[src/lp_pkg.sv]
// Constants shared by the low power entry and exit logic
`default_nettype none
package lp_pkg;
  // Clock and timing
  localparam int          CLK_MHZ          = 250;
  localparam int          ENTRY_EDGES      = 5;      // Least output clock edges before stopping
  localparam int          START_US         = 1;      // Start-up time after wake request
  localparam int          START_CYCLES     = START_US * CLK_MHZ;
  localparam int          CLK_DIV          = 4;      // System cycles per output clock period
  // Operating mode encodings
  localparam logic [1:0]  MODE_NONDRIVING  = 2'h1;
  // Data bus layout in low power mode
  localparam int          LS0_BIT          = 0;
  localparam int          LS1_BIT          = 1;
  localparam int          WAKE_BIT         = 3;
  // Interface control bit that turns off the stop pull-up
  localparam int          PULLUP_DIS_BIT   = 7;
  // Reset values
  localparam logic        LOW_POWER_N_RST  = 1'b1;
  localparam logic [7:0]  IDLE_BYTE        = 8'h00;
  // Comparator vector positions
  localparam int          CMP_VBUS         = 0;
  localparam int          CMP_SESS_VLD     = 1;
  localparam int          CMP_SESS_END     = 2;
  localparam int          CMP_ID_GND       = 3;
  localparam int          NUM_CMP          = 4;
endpackage
`default_nettype wire

[src/ulpi_low_power_entry_exit.sv]
// Low power entry, exit and interface protection of the transceiver side
`default_nettype none
//
// Contract
// RULE1 - Link clears low power bit to suspend
// RULE2 - Raise dir, five clock edges, then stop
// RULE3 - Mode 01 makes line pins high impedance
// RULE4 - Data 0 and 1 carry raw linestate
// RULE5 - Data 3 is active high wake interrupt
// RULE6 - Enabled comparator edges raise wake interrupt
// RULE7 - Low power bus driven without a clock
// RULE8 - Link raises stop to wake
// RULE9 - After start-up restart clock, then drop dir
// RULE10 - Link drops stop only after dir low
// RULE11 - Low power bit returns to one itself
// RULE12 - Early stop fall means false wake
// RULE13 - One idle turnaround cycle per dir change
// RULE14 - Link ready and idle when dir falls
// RULE15 - Unready link holds stop high meanwhile
// RULE16 - Link drives idle after receive command
// RULE17 - Link resets with stop high, bus released
// RULE18 - Stop pull-up on at power-on, bit disables
// RULE19 - Stop high while suspended wakes the device
// RULE20 - Unused vbus and session end comparators off
// RULE21 - Link re-enables comparators after waking
// RULE22 - Reset pin low disables stop pull-up
// RULE23 - Data 2 and 7 to 4 driven low
module ulpi_low_power_entry_exit
  import lp_pkg::*;
#(
  parameter int START_CNT = START_CYCLES
)(
  // Clock and reset
  input  wire logic                 ref_clk_i,
  input  wire logic                 nrst_i,
  input  wire logic                 reset_pin_n_i,
  // Register write path from the protocol block
  input  wire logic                 low_power_n_wr_i,
  input  wire logic                 low_power_n_wdata_i,
  input  wire logic                 stop_pullup_disable_i,
  input  wire logic [1:0]           op_mode_i,
  input  wire logic [NUM_CMP-1:0]   rise_en_i,
  input  wire logic [NUM_CMP-1:0]   fall_en_i,
  // Analog inputs
  input  wire logic [1:0]           linestate_i,
  input  wire logic [NUM_CMP-1:0]   cmp_i,
  // Link pins
  input  wire logic                 stp_i,
  output logic                      dir_o,
  output logic [7:0]                data_o,
  output logic [7:0]                data_oe_o,
  output logic                      phy_clock_output_o,
  // Status and analog controls
  output logic                      low_power_n_ctl_o,
  output logic                      low_power_o,
  output logic                      line_hiz_o,
  output logic                      stop_pullup_en_o,
  output logic                      vbus_cmp_en_o,
  output logic                      sess_end_cmp_en_o
);
  typedef enum logic [2:0] {ST_RUN, ST_ENTRY, ST_SLEEP, ST_START, ST_RELEASE} state_type;

  // ------------------------------------------------------------
  // Input synchronisers
  // ------------------------------------------------------------
  logic               stp_s;
  logic [NUM_CMP-1:0] cmp_s;

  lp_sync #(.W(1)) u_stp_sync
  (
    .ref_clk_i (ref_clk_i),
    .nrst_i    (nrst_i),
    .d_i       (stp_i),
    .q_o       (stp_s)
  );

  lp_sync #(.W(NUM_CMP)) u_cmp_sync
  (
    .ref_clk_i (ref_clk_i),
    .nrst_i    (nrst_i),
    .d_i       (cmp_i),
    .q_o       (cmp_s)
  );

  // ------------------------------------------------------------
  // Output clock divider
  // ------------------------------------------------------------
  state_type   state;
  logic [1:0]  div;
  logic        clk_run;
  logic        clk_rise;
  logic [2:0]  edge_cnt;
  logic [31:0] start_cnt;
  logic        turn;

  // Divider runs only while the output clock is live
  always_ff @(posedge ref_clk_i or negedge nrst_i)
  begin
    if (!nrst_i)
      div <= 2'h0;
    else if (clk_run)
      div <= div + 2'h1;
    else
      div <= 2'h0;
  end

  assign clk_rise = clk_run && (div == 2'(CLK_DIV / 2 - 1));

  // Clock output high for half the period, held low when stopped
  always_ff @(posedge ref_clk_i or negedge nrst_i)
  begin
    if (!nrst_i)
      phy_clock_output_o <= 1'b0;
    else
      phy_clock_output_o <= clk_run && (div[0] != div[1]);  // Rises on the same edge as clk_rise
  end

  // ------------------------------------------------------------
  // Low power sequencer
  // ------------------------------------------------------------
  always_ff @(posedge ref_clk_i or negedge nrst_i)
  begin
    if (!nrst_i)
    begin
      state     <= ST_RUN;
      edge_cnt  <= 3'h0;
      start_cnt <= 32'h0;
    end
    else
    begin
      case (state)
        ST_RUN:
        begin
          edge_cnt <= 3'h0;
          if (low_power_n_wr_i && !low_power_n_wdata_i)
            state <= ST_ENTRY;  // RULE1
        end
        ST_ENTRY:
        begin
          // Only rises seen after dir is already high count towards the minimum
          if (clk_rise && dir_o)
            edge_cnt <= edge_cnt + 3'h1;
          if (clk_rise && dir_o && edge_cnt == 3'(ENTRY_EDGES - 1))
            state <= ST_SLEEP;  // RULE2
        end
        ST_SLEEP:
        begin
          start_cnt <= 32'h0;
          if (stp_s)
            state <= ST_START;  // RULE8 RULE19
        end
        ST_START:
        begin
          start_cnt <= start_cnt + 32'h1;
          if (!stp_s)
            state <= ST_SLEEP;  // RULE12
          else if (start_cnt >= 32'(START_CNT - 1))
            state <= ST_RELEASE;
        end
        ST_RELEASE:
        begin
          if (!stp_s)
            state <= ST_SLEEP;  // RULE12
          else if (clk_rise)
            state <= ST_RUN;    // RULE9
        end
        default: state <= ST_RUN;
      endcase
    end
  end

  // Clock runs except while sleeping or starting up
  assign clk_run = (state == ST_RUN) || (state == ST_ENTRY) || (state == ST_RELEASE);  // RULE2 RULE9

  // ------------------------------------------------------------
  // Direction, turnaround and low power control bit
  // ------------------------------------------------------------
  always_ff @(posedge ref_clk_i or negedge nrst_i)
  begin
    if (!nrst_i)
    begin
      dir_o             <= 1'b0;
      turn              <= 1'b0;
      low_power_n_ctl_o <= LOW_POWER_N_RST;
    end
    else
    begin
      dir_o <= (state != ST_RUN);                     // RULE13
      turn  <= ((state != ST_RUN) != dir_o);          // RULE13
      if (state == ST_RELEASE && clk_rise && stp_s)
        low_power_n_ctl_o <= 1'b1;                    // RULE11
      else if (state == ST_RUN && low_power_n_wr_i)
        low_power_n_ctl_o <= low_power_n_wdata_i;
    end
  end

  assign low_power_o = (state == ST_SLEEP) || (state == ST_START);

  // ------------------------------------------------------------
  // Wake interrupt and data bus
  // ------------------------------------------------------------
  logic [NUM_CMP-1:0] cmp_ref;
  logic               wake_int;

  // Capture comparator levels when entering low power
  always_ff @(posedge ref_clk_i or negedge nrst_i)
  begin
    if (!nrst_i)
      cmp_ref <= '0;
    else if (state == ST_ENTRY)
      cmp_ref <= cmp_s;
  end

  // Compared asynchronously against live comparators: no clock needed
  assign wake_int = |(((cmp_i & ~cmp_ref) & rise_en_i) | ((~cmp_i & cmp_ref) & fall_en_i));  // RULE5 RULE6

  // Bus drive while dir high, but not during the turnaround cycle
  always_comb
  begin
    data_o    = IDLE_BYTE;                         // RULE23
    data_oe_o = (dir_o && !turn) ? 8'hff : 8'h00;  // RULE13
    if (low_power_o)
    begin
      data_o[LS0_BIT]  = linestate_i[0];           // RULE4 RULE7
      data_o[LS1_BIT]  = linestate_i[1];           // RULE4
      data_o[WAKE_BIT] = wake_int;                 // RULE5
      data_oe_o        = 8'hff;
    end
  end

  // ------------------------------------------------------------
  // Analog controls
  // ------------------------------------------------------------
  assign line_hiz_o        = (op_mode_i == MODE_NONDRIVING);                             // RULE3
  assign stop_pullup_en_o  = reset_pin_n_i && !stop_pullup_disable_i;                    // RULE18 RULE22
  assign vbus_cmp_en_o     = rise_en_i[CMP_VBUS] || fall_en_i[CMP_VBUS];                 // RULE20
  assign sess_end_cmp_en_o = rise_en_i[CMP_SESS_END] || fall_en_i[CMP_SESS_END];         // RULE20
endmodule
`default_nettype wire

[src/lp_sync.sv]
// Two flip-flop synchroniser for a level
`default_nettype none
module lp_sync
  import lp_pkg::*;
#(
  parameter int W = 1
)(
  // Clock and reset
  input  wire logic         ref_clk_i,
  input  wire logic         nrst_i,
  // Level in and out
  input  wire logic [W-1:0] d_i,
  output logic      [W-1:0] q_o
);
  logic [W-1:0] meta;

  // Two stage capture; first stage read only by the second
  always_ff @(posedge ref_clk_i or negedge nrst_i)
  begin
    if (!nrst_i)
    begin
      meta <= '0;
      q_o  <= '0;
    end
    else
    begin
      meta <= d_i;
      q_o  <= meta;
    end
  end
endmodule
`default_nettype wire

[config.mk]
export PLATFORM = sky130hd
export DESIGN_NAME = ulpi_low_power_entry_exit
export DESIGN_NICKNAME = d
export VERILOG_FILES = /design/src/lp_pkg.sv /design/src/ulpi_low_power_entry_exit.sv /design/src/lp_sync.sv
export SDC_FILE = /design/constraint.sdc
export NUM_CORES = 1
export LEC_CHECK = 0
export ABC_AREA = 0
export BUFFER_PORTS_ARGS = -buffer_cell sky130_fd_sc_hd__buf_2
export CORE_MARGIN = 2
export CORE_UTILIZATION = 45
export CTS_CLUSTER_SIZE = 40
export DETAILED_ROUTE_END_ITERATION = 6
export PLACE_DENSITY_LB_ADDON = 0.2
export SLEW_MARGIN = 20
export SYNTH_ARGS = -nofsm -noshare
export SYNTH_HDL_FRONTEND = slang
export SYNTH_HIERARCHICAL = 1
export SYNTH_SLANG_ARGS = --single-unit
[constraint.sdc]
create_clock -name ref_clk_i -period 2 [get_ports ref_clk_i]
set_input_delay 0.4 -clock ref_clk_i [delete_from_list [all_inputs] [get_ports ref_clk_i]]
set_output_delay 0.4 -clock ref_clk_i [all_outputs]
set_load 0.005 [all_outputs]
# Word level (Yosys, flattened, before mapping)
# Cells that the tools add are included.
# totals
in_bits	23
register_bits	58
# op_classes
magnitude_cmp	1
n_addsub	3
bitwise	7
reduce_logical	26
n_eq_ne	15
muxes	18
# ops
cell	count
one-hot mux 32 bit (2 select lines)	1
adder 32 x 1 -> 32 bit (second input constant)	1
>= comparator 32 x 8 -> 1 bit (second input constant)	1
two-way mux 3 bit	8
AND 4 bit	4
two-way mux 8 bit	2
one-hot mux 3 bit (5 select lines)	1
logical AND 1 bit	10
NOT 4 bit	2
== test 3 x 2 -> 1 bit (second input constant)	2
== test 3 bit (second input constant)	2
!= test 2 bit (second input constant)	3
!= test 3 bit (second input constant)	2
one-hot mux 3 bit (2 select lines)	1
nonzero test 2 bit	3
logical OR 1 bit	5
AND reduction 5 bit	1
== test 2 x 1 -> 1 bit (second input constant)	2
two-way mux 2 bit	2
OR 4 bit	1
OR reduction 4 bit	1
adder 3 x 1 -> 3 bit (second input constant)	1
== test 3 x 1 -> 1 bit (second input constant)	1
zero test 1 bit	3
7 further kinds	10

# Longest topological paths before layout
# depth
word_depth	8
depth_mapped	6
depth_no_buf	6

# Hierarchy
# Netlist, hierarchy kept.
# by_module_without_submodules
module	n_inst	area_each_um2	cells_per_inst	seq_area_each_um2
ulpi_low_power_entry_exit	1	2792.7	291	1177.4
lp_sync (u_cmp_sync)	1	200.2	8	200.2
lp_sync (u_stp_sync)	1	50.0	2	50.0

# Worst setup path after synthesis
# Ideal clock, no wire load.
# synth_timing
kind	reg2out
from	reg state[1]
to	out data_oe_o[1]
path_stages_with_launch	6
path_buffers	3
required_time_ps	1600
path_slack_ps	200
arrival_ps	1400
path_cell_list	dfrtp_1 > buf_6 > nand2b_1 > clkbuf_1 > o21ai_0 > buf_4
# synth_via
elab_chain_cells	3
# synth_rtl
item	line	text
from (decl)	ulpi_low_power_entry_exit.sv:88	state_type state;
from (signal assigned)	ulpi_low_power_entry_exit.sv:125	state <= ST_RUN;
from (signal assigned)	ulpi_low_power_entry_exit.sv:136	state <= ST_ENTRY;
from (signal assigned)	ulpi_low_power_entry_exit.sv:144	state <= ST_SLEEP;
== test 3 x 2 -> 1 bit	ulpi_low_power_entry_exit.sv:197	assign low_power_o = (state == ST_SLEEP) || (state == ST_START);
logical OR 1 bit *	ulpi_low_power_entry_exit.sv:197	
two-way mux 8 bit *	ulpi_low_power_entry_exit.sv:222	if (low_power_o)
to (decl)	ulpi_low_power_entry_exit.sv:51	output logic [7:0] data_oe_o,
# Mark *: on every way between the ends. The rest lies on a longest branch, timed or not.

# Final worst setup path
# layout_timing
from	reg state[1]
to	out data_o[0]
# layout_via
elab_chain_cells	3
# layout_rtl
item	line	text
== test 3 x 2 -> 1 bit	ulpi_low_power_entry_exit.sv:197	
logical OR 1 bit *	ulpi_low_power_entry_exit.sv:197	
two-way mux 2 bit *	ulpi_low_power_entry_exit.sv:222	
to (decl)	ulpi_low_power_entry_exit.sv:50	output logic [7:0] data_o,
# Marked as above.

==> results.md <==
- Setup Fix Bufs, Post-CTS: 0
- Gr usage total: 17.4%
- FMAX: around 0.53 GHz
- Minimum period implied by the final worst setup slack: 1.90 ns
- Worst setup margin: 0.101 ns
- Port bufs: 41
- Area delta synth->final: 15.7%
- Largest family of logic cells by synthesized area: simple AND/OR/NAND/NOR gates
- DP Wirelength: about 4200 microns
- Die Wd: 86.2 microns
- Iter 0 DRT Violations: ~110
- CP endpoint kind: output port
- Die area: about 7400 sq um
- Core box area: 6460 sq um
- Family with the most delay on the worst path: flip-flops
- Critical path class: register to output port
- Worst skew pair latency: 0.34 ns
- RePlAce Congestion: 0.812
- Antenna Cells: 0
- Synthesized cell area: 3040 sq um
- Top FF cell, synth: dfrtp_1
- Global route hottest layer: met2
- Power Density: 1120 nW/um^2
- Post-synthesis mux area share: 8.72%
- Number of global-route vias before repair: 2,147
- Final net count: ~380
- Placement Setup Slack: approximately 0.22 ns
- Post-Syn Instances: 301
- Startpoint Class: register
- ANT nets after route: 0
- I/O pin cnt: between 40 and 50
- WL/cell: 13.8 microns
- Initial antenna violation count: 0
- CTS max path bufs: 2
- Reg clk slew, reported paths: around 0.060 ns
- GR Layer Usage met1: a little under a quarter
- Clk sinks: 57
- EDFF count, synth: 0
- Finished Layout Cells: ~430
- Layout fillers: 608
- Leakage Power: 1.73 nW
- Worst hold path type: input pin to register
- Cell row count: 29
- Crit path max fanout: 9
- Setup violations, final: 0
- Synth Area in Adders: 2.47%
- CTS buffer count: 9
- First-pass GRT wire length: around 10,000 microns
- Final worst-path cycle share: 94.9%
- Global routing met2 resource utilization: 27.1%
- Compound-gate portion of the synthesized area: 9.29%
- Worst path max stage delay: 0.48 ns
- WP buf/inv: 2
- Setup TNS: 0 ns
- Max-slew violations: 0
- DP Cell Count: 412
- Pin count of the biggest net entering global routing: 28
- Drt first pass iters: 5
- Layout cells sized above 1: 25.6%
- Die height: between 80 and 90 microns
- Fraction of registers with async set/reset: between 90% and 100%
- Via-to-Cell Ratio: around 5.4
- Seq cells post-synth: 57
- Max Cap Viol: 0
- Seq/Total Area, Yosys: 46.9%
- Routed WL: 5930 microns
- CTS H-Tree Depth: 3
- Layout Skew: 0.0114 ns
- Initial Util: between 40% and 50%
- Synth Area in XOR/XNOR: 0.863%
- Status: completed
- Netlist cell types: 54
- Synthesized-area fraction occupied by and/or/nand/nor cells: 24.3%
- CP required: 1.60 ns
- Clock tree root driver cell: clkbuf_8
- Hold Violations, Final: 0
- Worst-Margin Slew: approximately 0.51 ns
- Synth warn: 6
- Synthesized area per cell: 10.1 sq um
- CTS tree: yes
- Slew margin rel.: 66.1%
- Crit-path slowest cell: dfrtp_2
- Vias post-DR: 2,320
- RSZ-0062 raised after global routing: no
- Met3 Track Usage GR: 4.86%
- CP cell instances: nand2b_1 > inv_1 > and2_1 > buf_2
- CP Data Arrival Time: 1.50 ns
- # DRC: 0
- GR Overflow Total: 0
- Peak supply drop: roughly 0.54 mV
==> cells by family after synthesis <==
family,Yosys count
other cells,1
mux,26
compound gates,42
xor+xnor,3
flops,57
buf+inv,38
fa+ha+maj,6
simple gates,128
==> per-layer routing <==
metal	vias up	share of wire (%)
met2	52	46
met4	0	1.3
met1	1108	49
met3	7	3.9
met5	-	0
li1	1153	-
==> cells in the final DEF, fill, tap and decap left out, types with 10 or more instances in the layout <==
| master | n |
|---|---|
| buf_2 | 41 |
| buf_4 | 11 |
| dfrtp_1 | 55 |
| inv_1 | 15 |
| mux2i_1 | 22 |
| nand2_1 | 40 |
| nand3_1 | 14 |
| nand4_1 | 18 |
| nor2_1 | 10 |
| o21ai_0 | 15 |
==> through the flow <==
stage | util (%) | total power, mW | hold WS (ns) | instance area [sq um]
after global routing | 54.5 | 4.21 | 0.157 | 3520
after floorplan | - | 2.48 | 0.104 | 3060
after detailed placement | 51.0 | 2.80 | 0.335 | 3290
after CTS | 54.4 | 3.98 | 0.160 | 3510
final | 54.5 | 3.94 | 0.176 | 3520
after global placement | 51.0 | 2.76 | 0.333 | 3290
==> cell usage after synthesis, types with 3 or more instances <==
| cell type | number | area share, % |
|---|---|---|
| nand3b_1 | 4 | 0.99 |
| nand2_1 | 40 | 4.9 |
| nand3_1 | 14 | 2.3 |
| buf_4 | 13 | 3.2 |
| mux2i_1 | 22 | 7.2 |
| nor2b_1 | 3 | 0.62 |
| and2_1 | 4 | 0.82 |
| and3_1 | 7 | 1.4 |
| ha_1 | 6 | 2.5 |
| nor3_1 | 3 | 0.49 |
| and4_1 | 3 | 0.86 |
| clkbuf_1 | 4 | 0.49 |
| nor4_1 | 6 | 1.2 |
| a21oi_1 | 6 | 0.99 |
| dfrtp_1 | 56 | 46 |
| buf_6 | 4 | 1.5 |
| o21ai_0 | 16 | 2.6 |
| mux2_2 | 4 | 1.5 |
| nor2_1 | 10 | 1.2 |
| nand4_1 | 18 | 3.7 |
| inv_1 | 15 | 1.9 |
| o22ai_1 | 3 | 0.62 |
==> path summary, 6_finish.rpt <==
path / to / slack [ns] / start / depth (start not counted)
max in group asynchronous: low_power_n_ctl_o / 0.85 / nrst_i / 3
min in group asynchronous: start_cnt[10] / 0.52 / nrst_i / 2
max: data_o[0] / 0.10 / state[1] / 4
min reg2reg: u_stp_sync/q_o / 0.35 / u_stp_sync/meta / 0
max reg2reg: start_cnt[16] / 0.21 / start_cnt[0] / 5
min: u_stp_sync/meta / 0.18 / stp_i / 1
==> timing repair <==
item	4_1_cts	5_1_grt
endpoints found under the setup margin	0	10
gates resized for setup	0	3
hold endpoints to repair	14	0
hold buffers	1	0
==> area by class of cell <==
| type | count | area (sq um) | share of cell area (%) |
|---|---|---|---|
| clock buffer | 10 | 128 | 3.63 |
| sequential | 57 | 1430 | 40.6 |
| inverter | 15 | 56.3 | 1.60 |
| clock inverter | 6 | 82.6 | 2.35 |
| tap | 77 | 96.3 | 2.74 |
| timing repair buffer | 54 | 318 | 9.03 |
| multi-input combinational | 210 | 1410 | 40.1 |
==> sequential cells by signal, summed over array words and instances (netlist names) <==
| signal | flops |
|---|---|
| start_cnt | 32 |
| cmp_ref | 4 |
| u_cmp_sync/meta | 4 |
| u_cmp_sync/q_o | 4 |
| edge_cnt | 3 |
| state | 3 |
| div | 2 |
| dir_o | 1 |
| low_power_n_ctl_o | 1 |
| turn | 1 |
| u_stp_sync/meta | 1 |
| u_stp_sync/q_o | 1 |
==> power by group <==
| part | internal [mW] | switching (mW) | leakage (nW) | total, mW |
|---|---|---|---|---|
| clock | 0.695 | 0.464 | 0.106 | 1.16 |
| combinational | 0.586 | 0.707 | 0.879 | 1.29 |
| sequential | 1.33 | 0.156 | 0.745 | 1.49 |
| total | 2.61 | 1.33 | 1.73 | 3.94 |
Note: power is estimated with default switching activity, not from simulation.
